### src/eds_pkg.sv
// constants for the extended data space pager
package eds_pkg;
  localparam int unsigned ADDR_W         = 16;
  localparam int unsigned PAGE_W         = 8;
  localparam int unsigned EA_W           = 24;
  localparam int unsigned OFFS_W         = 15;
  localparam logic [15:0] WINDOW_BIT     = 16'h8000;
  localparam logic [15:0] BASE_LO        = 16'h0800;
  localparam logic [15:0] BASE_HI        = 16'h7fff;
  localparam logic [7:0]  PAGE_ZERO      = 8'h00;
  localparam logic [7:0]  RD_PAGE_RESET  = 8'h01;
  localparam logic [7:0]  WR_PAGE_RESET  = 8'h01;
  localparam logic [7:0]  PSV_PAGE_BASE  = 8'h80;
  localparam logic [1:0]  TGT_BASE       = 2'h0;
  localparam logic [1:0]  TGT_EXT        = 2'h1;
  localparam logic [1:0]  TGT_PROG       = 2'h2;
  localparam logic [1:0]  TGT_NONE       = 2'h3;
endpackage : eds_pkg

### src/eds_xlate.sv
// combinational address translation for one access
`timescale 1ns/1ps
module eds_xlate (
  input  wire logic [15:0] i_addr,
  input  wire logic        i_write,
  input  wire logic [7:0]  i_rd_page,
  input  wire logic [7:0]  i_wr_page,
  output logic      [23:0] o_ea,
  output logic      [1:0]  o_target,
  output logic             o_trap,
  output logic             o_ro_viol
);
  wire       in_window = (i_addr & eds_pkg::WINDOW_BIT) != 16'h0000;
  // program view is read-only and uses only the read page
  wire       prog_sel  = (i_rd_page >= eds_pkg::PSV_PAGE_BASE);
  wire [7:0] page      = (i_write && !prog_sel) ? i_wr_page : i_rd_page;
  wire       page_zero = in_window && (page == eds_pkg::PAGE_ZERO);
  wire       ro_viol   = in_window && i_write && prog_sel;

  // page joined with window offset forms the wide address
  assign o_ea = in_window ? {page, 1'b0, i_addr[14:0]}
                          : {8'h00, i_addr};
  assign o_target  = !in_window ? eds_pkg::TGT_BASE :
                     (page_zero || ro_viol) ? eds_pkg::TGT_NONE :
                     prog_sel ? eds_pkg::TGT_PROG : eds_pkg::TGT_EXT;
  assign o_trap    = page_zero;
  assign o_ro_viol = ro_viol;
endmodule : eds_xlate

### src/eds_pager.sv
// paged extended data space address extension
`timescale 1ns/1ps
module eds_pager (
  input  wire logic        i_clk,
  input  wire logic        i_arst_n,
  input  wire logic        i_req,
  input  wire logic        i_write,
  input  wire logic [15:0] i_addr,
  input  wire logic        i_rd_page_we,
  input  wire logic        i_wr_page_we,
  input  wire logic [7:0]  i_page_wdata,
  output logic      [7:0]  o_rd_page,
  output logic      [7:0]  o_wr_page,
  output logic             o_valid,
  output logic      [23:0] o_ea,
  output logic             o_write,
  output logic             o_to_base,
  output logic             o_to_ext,
  output logic             o_to_prog,
  output logic             o_addr_trap
);
  logic [7:0]  rd_page;
  logic [7:0]  wr_page;
  logic [23:0] x_ea;
  logic [1:0]  x_target;
  logic        x_trap;
  logic        x_ro;

  eds_xlate u_xlate (
    .i_addr    (i_addr),
    .i_write   (i_write),
    .i_rd_page (rd_page),
    .i_wr_page (wr_page),
    .o_ea      (x_ea),
    .o_target  (x_target),
    .o_trap    (x_trap),
    .o_ro_viol (x_ro)
  );

  wire next_trap  = i_req && (x_trap || x_ro);
  wire next_base  = i_req && (x_target == eds_pkg::TGT_BASE);
  wire next_ext   = i_req && (x_target == eds_pkg::TGT_EXT);
  wire next_prog  = i_req && (x_target == eds_pkg::TGT_PROG) && !i_write;

  // page select registers
  always_ff @(posedge i_clk or negedge i_arst_n) begin
    if (!i_arst_n) begin
      rd_page <= eds_pkg::RD_PAGE_RESET;
      wr_page <= eds_pkg::WR_PAGE_RESET;
    end else begin
      if (i_rd_page_we) rd_page <= i_page_wdata;
      if (i_wr_page_we) wr_page <= i_page_wdata;
    end
  end

  // registered access outputs
  always_ff @(posedge i_clk or negedge i_arst_n) begin
    if (!i_arst_n) begin
      o_valid     <= 1'b0;
      o_ea        <= 24'h000000;
      o_write     <= 1'b0;
      o_to_base   <= 1'b0;
      o_to_ext    <= 1'b0;
      o_to_prog   <= 1'b0;
      o_addr_trap <= 1'b0;
      o_rd_page   <= eds_pkg::RD_PAGE_RESET;
      o_wr_page   <= eds_pkg::WR_PAGE_RESET;
    end else begin
      o_valid     <= i_req;
      o_ea        <= x_ea;
      o_write     <= i_req && i_write;
      o_to_base   <= next_base;
      o_to_ext    <= next_ext;
      o_to_prog   <= next_prog;
      o_addr_trap <= next_trap;
      o_rd_page   <= i_rd_page_we ? i_page_wdata : rd_page;
      o_wr_page   <= i_wr_page_we ? i_page_wdata : wr_page;
    end
  end

  a_trap_page_zero: assert property (@(posedge i_clk) disable iff (!i_arst_n)
    (i_req && i_addr[15] && !i_write && rd_page == 8'h00) |=> o_addr_trap)
    else $error("page zero read not trapped");
  a_base_direct: assert property (@(posedge i_clk) disable iff (!i_arst_n)
    (i_req && !i_addr[15]) |=> (o_to_base && o_ea == {8'h00, $past(i_addr)} && !o_addr_trap))
    else $error("base access altered");
  a_read_page_used: assert property (@(posedge i_clk) disable iff (!i_arst_n)
    (i_req && i_addr[15] && !i_write) |=> o_ea[23:16] == $past(rd_page))
    else $error("read used wrong page");
  a_write_page_used: assert property (@(posedge i_clk) disable iff (!i_arst_n)
    (i_req && i_addr[15] && i_write && rd_page < 8'h80) |=> o_ea[23:16] == $past(wr_page))
    else $error("write used wrong page");
  a_prog_rd_only: assert property (@(posedge i_clk) disable iff (!i_arst_n)
    (i_req && i_addr[15] && i_write && rd_page >= 8'h80) |=> (o_addr_trap && !o_to_prog))
    else $error("program view written");
  a_prog_rd_page: assert property (@(posedge i_clk) disable iff (!i_arst_n)
    (i_req && i_addr[15] && !i_write && rd_page >= 8'h80) |=> (o_to_prog && o_ea[23:16] == $past(rd_page)))
    else $error("program view page wrong");
  a_window_offset: assert property (@(posedge i_clk) disable iff (!i_arst_n)
    (i_req && i_addr[15]) |=> (o_ea[14:0] == $past(i_addr[14:0]) && !o_ea[15]))
    else $error("window offset wrong");
  a_ext_route: assert property (@(posedge i_clk) disable iff (!i_arst_n)
    (i_req && i_addr[15] && !i_write && rd_page != 8'h00 && rd_page < 8'h80) |=> o_to_ext)
    else $error("paged data not routed");

  // routing and page register checks
  a_valid_follows: assert property (@(posedge i_clk) disable iff (!i_arst_n)
    i_req
    |=> (o_valid && o_write == $past(i_write)))
    else $error("request not answered");

  a_idle_quiet: assert property (@(posedge i_clk) disable iff (!i_arst_n)
    !i_req
    |=> !(o_valid || o_write || o_to_base || o_to_ext || o_to_prog || o_addr_trap))
    else $error("output without request");

  a_target_onehot: assert property (@(posedge i_clk) disable iff (!i_arst_n)
    o_valid
    |-> $onehot({o_to_base, o_to_ext, o_to_prog, o_addr_trap}))
    else $error("access not routed to one place");

  a_trap_cause: assert property (@(posedge i_clk) disable iff (!i_arst_n)
    o_addr_trap
    |-> ($past(i_req) && $past(i_addr[15])))
    else $error("trap outside window");

  a_ext_cause: assert property (@(posedge i_clk) disable iff (!i_arst_n)
    o_to_ext
    |-> ($past(i_req) && $past(i_addr[15])))
    else $error("paged route outside window");

  a_prog_cause: assert property (@(posedge i_clk) disable iff (!i_arst_n)
    o_to_prog
    |-> ($past(i_req) && !$past(i_write) && $past(rd_page) >= 8'h80))
    else $error("program view without read page");

  a_base_cause: assert property (@(posedge i_clk) disable iff (!i_arst_n)
    o_to_base
    |-> ($past(i_req) && !$past(i_addr[15])))
    else $error("base route from window");

  a_base_ea_high: assert property (@(posedge i_clk) disable iff (!i_arst_n)
    o_to_base
    |-> (o_ea[23:15] == 9'h000))
    else $error("base address paged");

  a_prog_is_read: assert property (@(posedge i_clk) disable iff (!i_arst_n)
    o_to_prog
    |-> (!o_write && o_ea[23]))
    else $error("program view access not a read");

  a_page_zero_write: assert property (@(posedge i_clk) disable iff (!i_arst_n)
    (i_req && i_addr[15] && i_write && rd_page < 8'h80 && wr_page == 8'h00)
    |=> (o_addr_trap && !o_to_ext))
    else $error("page zero write not trapped");

  a_write_ext_route: assert property (@(posedge i_clk) disable iff (!i_arst_n)
    (i_req && i_addr[15] && i_write && rd_page < 8'h80 && wr_page != 8'h00)
    |=> (o_to_ext && !o_addr_trap))
    else $error("paged write not routed");

  a_prog_no_ext: assert property (@(posedge i_clk) disable iff (!i_arst_n)
    (i_req && i_addr[15] && !i_write && rd_page >= 8'h80)
    |=> (!o_to_ext && !o_addr_trap))
    else $error("program view read misrouted");

  a_prog_wr_ignored: assert property (@(posedge i_clk) disable iff (!i_arst_n)
    (i_req && i_addr[15] && i_write && rd_page >= 8'h80)
    |=> (o_ea[23:16] == $past(rd_page)))
    else $error("write page used in program view");

  a_window_page_live: assert property (@(posedge i_clk) disable iff (!i_arst_n)
    (o_valid && !o_to_base && !o_addr_trap)
    |-> (o_ea[23:16] != 8'h00))
    else $error("page zero passed through window");

  a_rd_page_load: assert property (@(posedge i_clk) disable iff (!i_arst_n)
    i_rd_page_we
    |=> (o_rd_page == $past(i_page_wdata)))
    else $error("read page not loaded");

  a_wr_page_load: assert property (@(posedge i_clk) disable iff (!i_arst_n)
    i_wr_page_we
    |=> (o_wr_page == $past(i_page_wdata)))
    else $error("write page not loaded");

  a_rd_page_hold: assert property (@(posedge i_clk) disable iff (!i_arst_n)
    !i_rd_page_we
    |=> $stable(o_rd_page))
    else $error("read page changed unloaded");

  a_wr_page_hold: assert property (@(posedge i_clk) disable iff (!i_arst_n)
    !i_wr_page_we
    |=> $stable(o_wr_page))
    else $error("write page changed unloaded");

  a_base_page_free: assert property (@(posedge i_clk) disable iff (!i_arst_n)
    (i_req && !i_addr[15])
    |=> (o_valid && !o_to_ext && !o_to_prog))
    else $error("base access sent to paged space");

  a_trap_read_zero: assert property (@(posedge i_clk) disable iff (!i_arst_n)
    (i_req && i_addr[15] && !i_write && rd_page == 8'h00)
    |=> (o_ea[23:16] == 8'h00 && !o_to_ext))
    else $error("page zero read routed");

  a_ext_write_page: assert property (@(posedge i_clk) disable iff (!i_arst_n)
    (o_to_ext && o_write)
    |-> (o_ea[23:16] == $past(wr_page)))
    else $error("paged write page wrong");

  a_ext_read_page: assert property (@(posedge i_clk) disable iff (!i_arst_n)
    (o_to_ext && !o_write)
    |-> (o_ea[23:16] == $past(rd_page)))
    else $error("paged read page wrong");
endmodule : eds_pager

### config.mk
export PLATFORM = sky130hd
export DESIGN_NAME = eds_pager
export DESIGN_NICKNAME = d
export VERILOG_FILES = /design/src/eds_pkg.sv /design/src/eds_xlate.sv /design/src/eds_pager.sv
export SDC_FILE = /design/constraint.sdc
export NUM_CORES = 1
export LEC_CHECK = 0
export BUFFER_PORTS_ARGS = -buffer_cell sky130_fd_sc_hd__buf_2
export CORE_AREA = 5 5 64 66
export DETAILED_ROUTE_END_ITERATION = 8
export DIE_AREA = 0 0 69 71
export PLACE_DENSITY = 0.8
export SYNTH_ARGS = -nofsm -noshare
export SYNTH_HDL_FRONTEND = slang
export SYNTH_SLANG_ARGS = --single-unit
### constraint.sdc
create_clock -name i_clk -period 3.8 [get_ports i_clk]
set_input_delay 0.57 -clock i_clk [delete_from_list [all_inputs] [get_ports i_clk]]
set_output_delay 0.57 -clock i_clk [all_outputs]
set_load 0.01 [all_outputs]
Word level (Yosys, flattened, before mapping) --
Cells that the tools add are included.
Operators by class: magnitude comparators 1, equal/unequal tests 2, muxes and demuxes 7, reductions and logical operators 15
Operator list (count):
- 24-bit two-way mux | 1
- 8-bit two-way mux | 3
- 1-bit logical AND | 10
- 8-bit >= comparator (second input constant) | 1
- 8-bit logical NOT | 1
- 2-bit two-way mux | 3
- 2-bit by 1-bit == test with 1-bit output (second input constant) | 1
- 2-bit == test (second input constant) | 1
- 1-bit logical NOT | 2
- 2-bit logical NOT | 1
- 1-bit logical OR | 1
Storage, ports and cells: register bits 46, logic and storage cells 34

Longest topological paths before layout --
Gate-level depths: netlist of run 1.
word-level depth 12, depth in mapped cells 5

Cells and area by module --
From an unflattened synthesis of run 1, not the netlist that was laid out.
Unflattened totals: cell total of the unflattened synthesis 130, area total of the unflattened synthesis 1853.0 µm²
By module, submodules not included:
- eds_pager | instances 1, cells an instance 69, area each 1456.4 µm²
- eds_xlate | instances 1, cells an instance 61, area each 396.6 µm²

Least setup slack after synthesis of run 1 --
OpenSTA, ideal clock, no wires.
path type input-to-reg, start input i_write, end register o_to_ext, data arrival time 1.264 ns, required time 3.669 ns, path slack 2.405 ns, stages 5, buffers on the path 1, cells stage by stage nor2b_1 buf_4 nor3_1 o221ai_2 nor3b_2
On the way: cells in the longest elaborated chain, start to end 9, elaborated cells between the ends (all ways) 11, classes of those cells eq/ne (1); mux (3); reduce/logical (7)
Ends and longest elaborated chain:
- start: declaration | line eds_pager.sv:7 | input wire logic i_write,
- 1-bit logical AND | line eds_xlate.sv:16 | wire [7:0] page = (i_write && !prog_sel) ? i_wr_page : i_rd_page;
- 8-bit two-way mux | line eds_xlate.sv:16
- 8-bit logical NOT | line eds_xlate.sv:17 | wire page_zero = in_window && (page == eds_pkg::PAGE_ZERO);
- 1-bit logical AND | line eds_xlate.sv:17
- 1-bit logical OR (*) | line eds_xlate.sv:24 | (page_zero || ro_viol) ? eds_pkg::TGT_NONE :
- 2-bit two-way mux (*) | line eds_xlate.sv:24
- 2-bit two-way mux (*) | line eds_xlate.sv:23 | assign o_target = !in_window ? eds_pkg::TGT_BASE :
- 2-bit by 1-bit == test with 1-bit output (*) | line eds_pager.sv:42 | wire next_ext = i_req && (x_target == eds_pkg::TGT_EXT);
- 1-bit logical AND (*) | line eds_pager.sv:42
- via next_ext | line eds_pager.sv:42
- end signal: assignment | line eds_pager.sv:73 | o_to_ext <= next_ext;
- end: declaration | line eds_pager.sv:18 | output logic o_to_ext,
Mark *: on every way through the listed nets, which the timed path passes. The rest lies on a longest branch. A chain may end at the register's enable or synchronous reset.

Worst setup path after layout of run 1 --
start register o_wr_page[0], end output o_wr_page[0]
RTL lines:
- start: declaration | line eds_pager.sv:13 | output logic [7:0] o_wr_page,
- start signal: assignment | line eds_pager.sv:67 | o_wr_page <= eds_pkg::WR_PAGE_RESET;
- start signal: assignment | line eds_pager.sv:77 | o_wr_page <= i_wr_page_we ? i_page_wdata : wr_page;
No word-level cell between the ends.

==> results by stage, run 1 <==
Timing:
- The share of the clock period used by the worst path is 43.3%.
- The clock period minus final worst setup slack is 1640 ps.
- The worst-case setup margin in the final layout is 2160 ps.
- Setup repair after global routing left no endpoint under its margin.
- The number of endpoints with negative hold slack in the final report is 0.
- Setup violations remaining at the end of the flow were counted as 0.
- The setup TNS after final layout is 0 ps.
- Between clock sinks in the finished design, the worst skew comes to 7.36 ps.
- The number of max-slew violations in the final report is 0.
- At the pin with the least slew margin, the transition time is 932 ps.
- The maximum achievable frequency is 608 MHz.
- Headroom to the max-slew limit came out at 37.9%.

Final layout:
- For this run, the post-layout net count is 213.
- Cells with a size suffix above 1 make up 56.0% of the layout.
- The relative area change from synthesis to final layout is 31.1%.
- The final instance area is 0.00209 mm2.
- The number of antenna diodes in the final layout is 0.
- The utilization after layout is 59.3%.

Hold path:
- The startpoint identified for the worst hold timing path is i_addr[7].
- Along the worst hold path, the cell count comes to 1.
- The tightest min-delay check is of the in -> reg type.
- The capture endpoint of the worst hold path is o_ea[7].

Setup path:
- In this run the worst setup path begins at o_wr_page[0].
- The endpoint of the worst-slack reg-to-reg timing path is o_to_ext.
- The kind of cell adding the most delay to the critical path is flip-flops.
- The class of the most critical setup path is reg -> out.
- STA classifies the critical path endpoint as a primary output.
- In this run the critical register-to-register path is launched from o_rd_page[7].
- Measured in cells, the most critical reg-to-reg path has a length of 4.
- In this run the worst path has a maximum fanout of 4.
- The library cell contributing the largest single delay on the critical path is dfstp_2.
- The biggest cell delay along the critical path is 580 ps.
- The sum of buffers and inverters on the critical path is 1.
- In this run the register-to-register setup slack is 2280 ps.
- The nature of the critical path startpoint is a flop.
- Walking the worst path, the cells encountered are buf_2.
- For the worst setup path, the data required time is 3230 ps.
- Data arrives at the worst endpoint at 1070 ps.

Flow run:
- The max-capacitance violation count is 0.

Place:
- The setup slack at placement is 2040 ps.
- The post-DP HPWL is 2740 um.
- The total cell area at the placement stage is 0.00199 mm2.
- The number of I/O port buffers is 74.
- At the end of routability-driven placement, the weighted congestion stood at 0.717.

GRT:
- Entering global routing, the biggest net connects 46 pins.
- The aggregate global routing overflow is 0.
- The first-pass GRT wire length is 5820 um.
- The number of global-route vias before repair is 1254.
- The initial antenna violation count is 0.
- The overall routing resource usage is 15.4%.

Die:
- The core footprint is 0.00352 mm2.
- The horizontal extent of the die is 69 um.
- From bottom edge to top edge, the die measures 71 um.
- The die covers 0.00490 mm2.
- In this run the core area contains 22 standard-cell rows.
- In this run the count of I/O pins placed on the die edge is 76.
- The effective utilization at floorplan is 45.2%.

Routing:
- The DRC violation total after the first TritonRoute iteration is 24.
- The final route contains 1117 vias.
- The wire length per cell after detailed routing is 15.4 um.
- Summed over all layers, the routed wires come to 3570 um.
- The number of iterations in the first detailed-routing pass is 3.
- After detailed routing, the number of remaining DRC violations is 0.
- In the routed layout, each cell is associated on average with a via count of 4.81.
- Once detail routing completed, the nets flagged for antenna violations numbered 0.

Clocking:
- TritonCTS built the clock tree.
- The insertion delay to the later sink of the worst-skew pair is 360 ps.
- The worst-case clock buffer depth is 2.
- Post-CTS timing repair inserted 0 buffers for setup.
- The clock-pin slew on the worst setup and hold paths is 130 ps.
- The CTS sink count is 45.
- CTS placed an instance of clkbuf_4 at the clock tree root.
- The count of cells resized by post-cts repair is 0.
- The number of buffers added to fix hold violations after cts is 0.
- The count of H-tree levels built during CTS is 2.
- The CTS buffer count is 5.

Synthesis:
- The instance count of the mapped netlist is 108.
- The count of yosys warnings during synthesis is 0.
- The netlist uses 22 different library cells.
- The share of synthesized area occupied by flip-flops and latches is 70.9%.
- After synthesis the cells add up to 0.00159 mm2.
- A synthesized cell averages 14.7 um2.
- The number of nets in the synthesized netlist is 138.
- The number of flip-flops and latches in the synthesized netlist is 45.

Power:
- The leakage power of the design is 1.05 nW.
- Power spread over the standard cell area amounts to 489 mW/mm2.
- The worst-case IR drop observed on VDD is 0.298 mV.

Outcome:
- The flow ran to the end, and the final reports show no timing, DRC or antenna violations.
-- placed cells by master (no fill, tap or decap) --
| cell | count |
|---|---|
| a21boi_0 | 7 |
| a21oi_1 | 1 |
| and2_1 | 1 |
| buf_2 | 74 |
| bufinv_16 | 2 |
| clkbuf_4 | 5 |
| clkinv_2 | 1 |
| conb_1 | 1 |
| dfrtp_1 | 43 |
| dfstp_2 | 2 |
| mux2_2 | 16 |
| mux2_4 | 1 |
| nand2_1 | 15 |
| nand2b_1 | 1 |
| nand4_1 | 1 |
| nor2_1 | 1 |
| nor2b_1 | 3 |
| nor3_1 | 2 |
| nor3b_1 | 2 |
| nor3b_2 | 1 |
| nor4_1 | 2 |
| o221ai_2 | 1 |
| o31ai_1 | 1 |
-- cells in the mapped netlist (all sizes together) --
cell type / count / area share, %
dfrtp: 43 / 68
a21boi: 7 / 3.3
nor2: 1 / 0.24
nand2b: 1 / 0.39
o31ai: 1 / 0.47
nand4: 1 / 0.39
o221ai: 1 / 0.94
clkbuf: 3 / 0.71
nor3b: 3 / 1.7
nor2b: 3 / 1.2
nor4: 2 / 0.79
nor3: 2 / 0.63
dfstp: 2 / 3.3
nand2: 15 / 3.5
and2: 1 / 0.39
buf: 3 / 1.6
mux2: 17 / 12
conb: 1 / 0.24
a21oi: 1 / 0.31
-- cell families after synthesis --
kind of cell / synth area share (%)
flip-flops: 70.9
AND/OR/NAND/NOR: 9.27
multiplexers: 12.3
AO/OA/AOI/OAI: 5.03
buffers and inverters: 2.36
other: 0.235
-- power by group --
group          switching (mW)  total [mW]  leakage (nW)  internal (mW)
Sequential             0.0267       0.542         0.542          0.516
Combinational          0.0686       0.129         0.455         0.0600
Clock                   0.147       0.351        0.0552          0.204
Total                   0.243        1.02          1.05          0.779
-- sequential cells by signal, summed over array words and instances (netlist names) --
name,flops
o_valid,1
o_wr_page,8
o_to_prog,1
o_write,1
o_rd_page,8
o_to_ext,1
o_to_base,1
o_ea,23
o_addr_trap,1
-- through the flow --
step	power (mW)	hold slack, ps	std cells
2_1_floorplan	0.610	274	108
3_3_place_gp	0.676	550	224
3_5_place_dp	0.683	531	224
4_1_cts	1.04	290	232
5_1_grt	1.07	283	232
6_report	1.02	307	232
-- area by class of cell --
type / count / area [um2]
fill: 329 / 1440
sequential: 45 / 1130
clock buffer: 5 / 37.5
clock inverter: 3 / 65.1
tap: 48 / 60.1
multi-input combinational: 57 / 427
timing repair buffer: 74 / 370
-- worst max-delay path by stage --
stage	end	slack, ps	cells past startpoint
2_1_floorplan	o_to_ext	2410	5
3_3_place_gp	o_to_ext	2150	5
3_5_place_dp	o_to_ext	2040	5
4_1_cts	o_wr_page[0]	2140	1
5_1_grt	o_rd_page[0]	2120	1
6_report	o_wr_page[0]	2160	1
-- metal layers --
metal  track usage, %  wire, um  up-vias
met5                0         0        -
met4             8.03        61        0
met3             5.11       288        9
met2             27.3      1890       49
met1             16.1      1320      545
li1                 -         -      514
(Power assumes the default switching activity.)
==> inputs of run 2 (changes only) <==
Settings changed: CORE_AREA 5 5 64 66 to 5 5 70 72, DIE_AREA 0 0 69 71 to 0 0 75 77, PLACE_DENSITY 0.8 to 0.71.
Clock period 3.8 ns to 1.4 ns, I/O delays scaled along.
==> run 2 against run 1 <==
Compared with the run above:
- count of clock-buffer cells in the layout increased by 1
- final cell count increased by 5.2%
- flip-flop and latch count did not move
- critical path depth increased by 4
- global-route usage shrank 1.5 points
- critical endpoint is now o_to_ext
- total power rose to 2.6 times the previous value
- design area rose by 5.1%
- sequential power grew to 2.7 times the previous value
- via count up 2.8%
- die area increased by 18%
- critical path type is now reg -> reg
- combinational power grew to 3.2 times the previous value
- first-iteration DRC count rose by 63%
==> results by stage, run 2 (same netlist as run 1, synthesis figures left out) <==
Setup path:
- The critical path is of the reg -> reg type.
- The biggest fanout along the worst timing path is 8 (+4).
- The arrival time at the worst endpoint is 1550 ps (+480 ps).
- The nature of the critical path startpoint is a flop.
- The worst setup path is captured at a flop.
- The endpoint required time on the critical path came to 1620 ps (-1610 ps).

Final layout:
- The net total in the final layout is 221 (+3.8%).
- The most flop-heavy register is o_ea.
- The number of fill cells is 370 (+12%).
- The flip-flop count of the largest register after layout came to 23 (unchanged).
- The top cell types in the final layout, fill and taps aside, are buf_2 (74), dfrtp_1 (43), mux2_2 (16), nand2_1 (15), a21boi_0 (7).
- Leaving out fill and tap cells, the most frequent cell in the layout is buf_2.
- The number of cells in the finished layout apart from fillers is 244 (+5.2%).
- From synthesis to final layout, the design area changed by 37.8%.
- The ratio of cells with drive above 1 in the final layout is 59.4% (+3.4 points).
- The final instance area is 0.00219 mm2 (+5.1%).
- In the final layout, the registers with the most flip-flops are o_ea x23, o_rd_page x8, o_wr_page x8.
- The number of diodes is 0 (unchanged).

Outcome:
- The flow ran to the end, and the final reports show no timing, DRC or antenna violations.

Place:
- The total cell area at the placement stage is 0.00205 mm2 (+3.2%).
- The instance count after placement with tap cells included is 234 (+4.5%).
- The post-DP HPWL is 2900 um (+5.8%).
- The number of I/O port buffers was 74 (unchanged).
- The global placer's final weighted congestion is 0.719 (+0.20%).

Flow run:
- The max-capacitance violation count is 0 (unchanged).

Timing:
- The number of max-slew violations in the final report is 0 (unchanged).
- Subtracting the final worst setup slack from the clock period gives 1330 ps.
- Based on the critical path, the design can be clocked at up to 751 MHz.
- Setup repair after global routing could not meet its margin everywhere.
- The post-route worst hold slack is 17.6 ps (-289 ps).
- The maximum clock skew at final layout is 1.92 ps (-5.44 ps).
- The number of endpoints with negative hold slack in the final report is 0 (unchanged).
- The share of the clock period used by the worst path is 95.1%.
- The final setup violation count came to 0 (unchanged).

Die:
- The core footprint is 0.00423 mm2 (+20%).
- The effective utilization at floorplan is 37.6% (-7.6 points).
- The area of the die is 0.00578 mm2 (+18%).
- The row count is 24 (+9.1%).
- The die boundary height is 77 um (+8.5%).
- The horizontal extent of the die is 75 um (+8.7%).
- The number of I/O pins was 76 (unchanged).

GRT:
- The maximum number of pins on one net before global-route repair is 33 (-28%).
- The initial antenna violation count is 0 (unchanged).
- The aggregate global routing overflow is 0 (unchanged).
- The number of global-route vias before repair is 1195 (-4.7%).
- The overall routing resource usage was 13.8% (-1.5 points).
- The first-pass GRT wire length is 5890 um (+1.1%).

Clocking:
- The worst-case clock buffer depth was 2 (unchanged).
- The clock-pin slew on the worst setup and hold paths is 80 ps (-50 ps).
- TritonCTS built the clock tree.
- The CTS sink count is 45 (unchanged).
- The count of H-tree levels built during CTS is 2 (unchanged).
- The CTS buffer count is 5 (unchanged).
- The insertion delay to the later sink of the worst-skew pair is 290 ps (-70 ps).
- The root buffer cell chosen for the clock tree is clkbuf_8.

Routing:
- The post-detailed-route DRC marker count is 0 (unchanged).
- The post-detailed-routing wire length is 3810 um (+6.7%).
- The number of vias after detailed routing is 1148 (+2.8%).
- The count of nets left with antenna violations after detail routing is 0 (unchanged).
- The wire length per cell after detailed routing is 15.6 um (+1.5%).
- The DRC violation total after the first TritonRoute iteration is 39 (+63%).
- The number of vias per cell is 4.70 (-2.3%).
- The number of iterations in the first detailed-routing pass was 4 (+1).

Power:
- The peak supply drop is 0.382 mV (+28%).
- The leakage power of the design is 1.10 nW (+5.1%).
- The overall power after layout is 2.62 mW (+160%).
- The power density over cell area is 1200 mW/mm2 (+140%).

Hold path:
- The worst min-delay path category is in -> reg.
==> run 2: area by class of cell <==
cell class / instances / area [um2] / share of cell area [%]
well taps: 52 / 65.1 / 2.96
repair buffers: 82 / 445 / 20.3
clock inverters: 2 / 10.0 / 0.456
flip-flops and latches: 45 / 1130 / 51.4
clock buffers: 6 / 72.6 / 3.31
multi-input cells: 57 / 473 / 21.6
==> run 2: critical path: stages (launching register included) <==
cell	delay, ps
dfrtp_1	380
buf_4	160
nor2b_1	260
nor3_2	90
o221ai_4	180
nor3b_2	190
==> run 2: power breakdown <==
group	internal, mW	switching (mW)	total (mW)
clock	0.346	0.406	0.752
sequential	1.40	0.0640	1.46
combinational	0.195	0.213	0.408
==> run 2: path summary, 6_finish.rpt <==
| check | endpoint | from | cells after the start | slack (ps) |
|---|---|---|---|---|
| max | o_to_ext | o_rd_page[7] | 5 | 70 |
| min | o_ea[10] | i_addr[10] | 1 | 20 |
| max reg2reg | o_to_ext | o_rd_page[7] | 5 | 70 |
| min reg2reg | o_ea[16] | o_wr_page[0] | 2 | 540 |
| max in group asynchronous | o_rd_page[3] | i_arst_n | 3 | 580 |
| min in group asynchronous | o_ea[14] | i_arst_n | 2 | 350 |
==> run 2: routing by layer <==
layer	global-route usage, %	routed length [um]	up-vias
li1	-	-	528
met1	15.0	1390	554
met2	23.3	1920	60
met3	4.84	427	6
met4	6.58	71	0
met5	0	0	-
==> run 2: per-stage QoR <==
stage / TNS [ps] / worst slack [ps] / utilization, %
CTS: 0 / 54.5 / 50.6
global route: -45.2 / -26.6 / 51.8
floorplan: 0 / 37.1 / -
finish: 0 / 68.6 / 51.8
detailed placement: 0 / 75.7 / 48.4
global placement: 0 / 126 / 48.4
==> run 2: what timing repair did <==
item,in CTS,in global routing
setup endpoints to repair,0,2
setup buffers,0,1
resized for setup,0,8
endpoints found under the hold margin,11,0
hold buffers,1,0
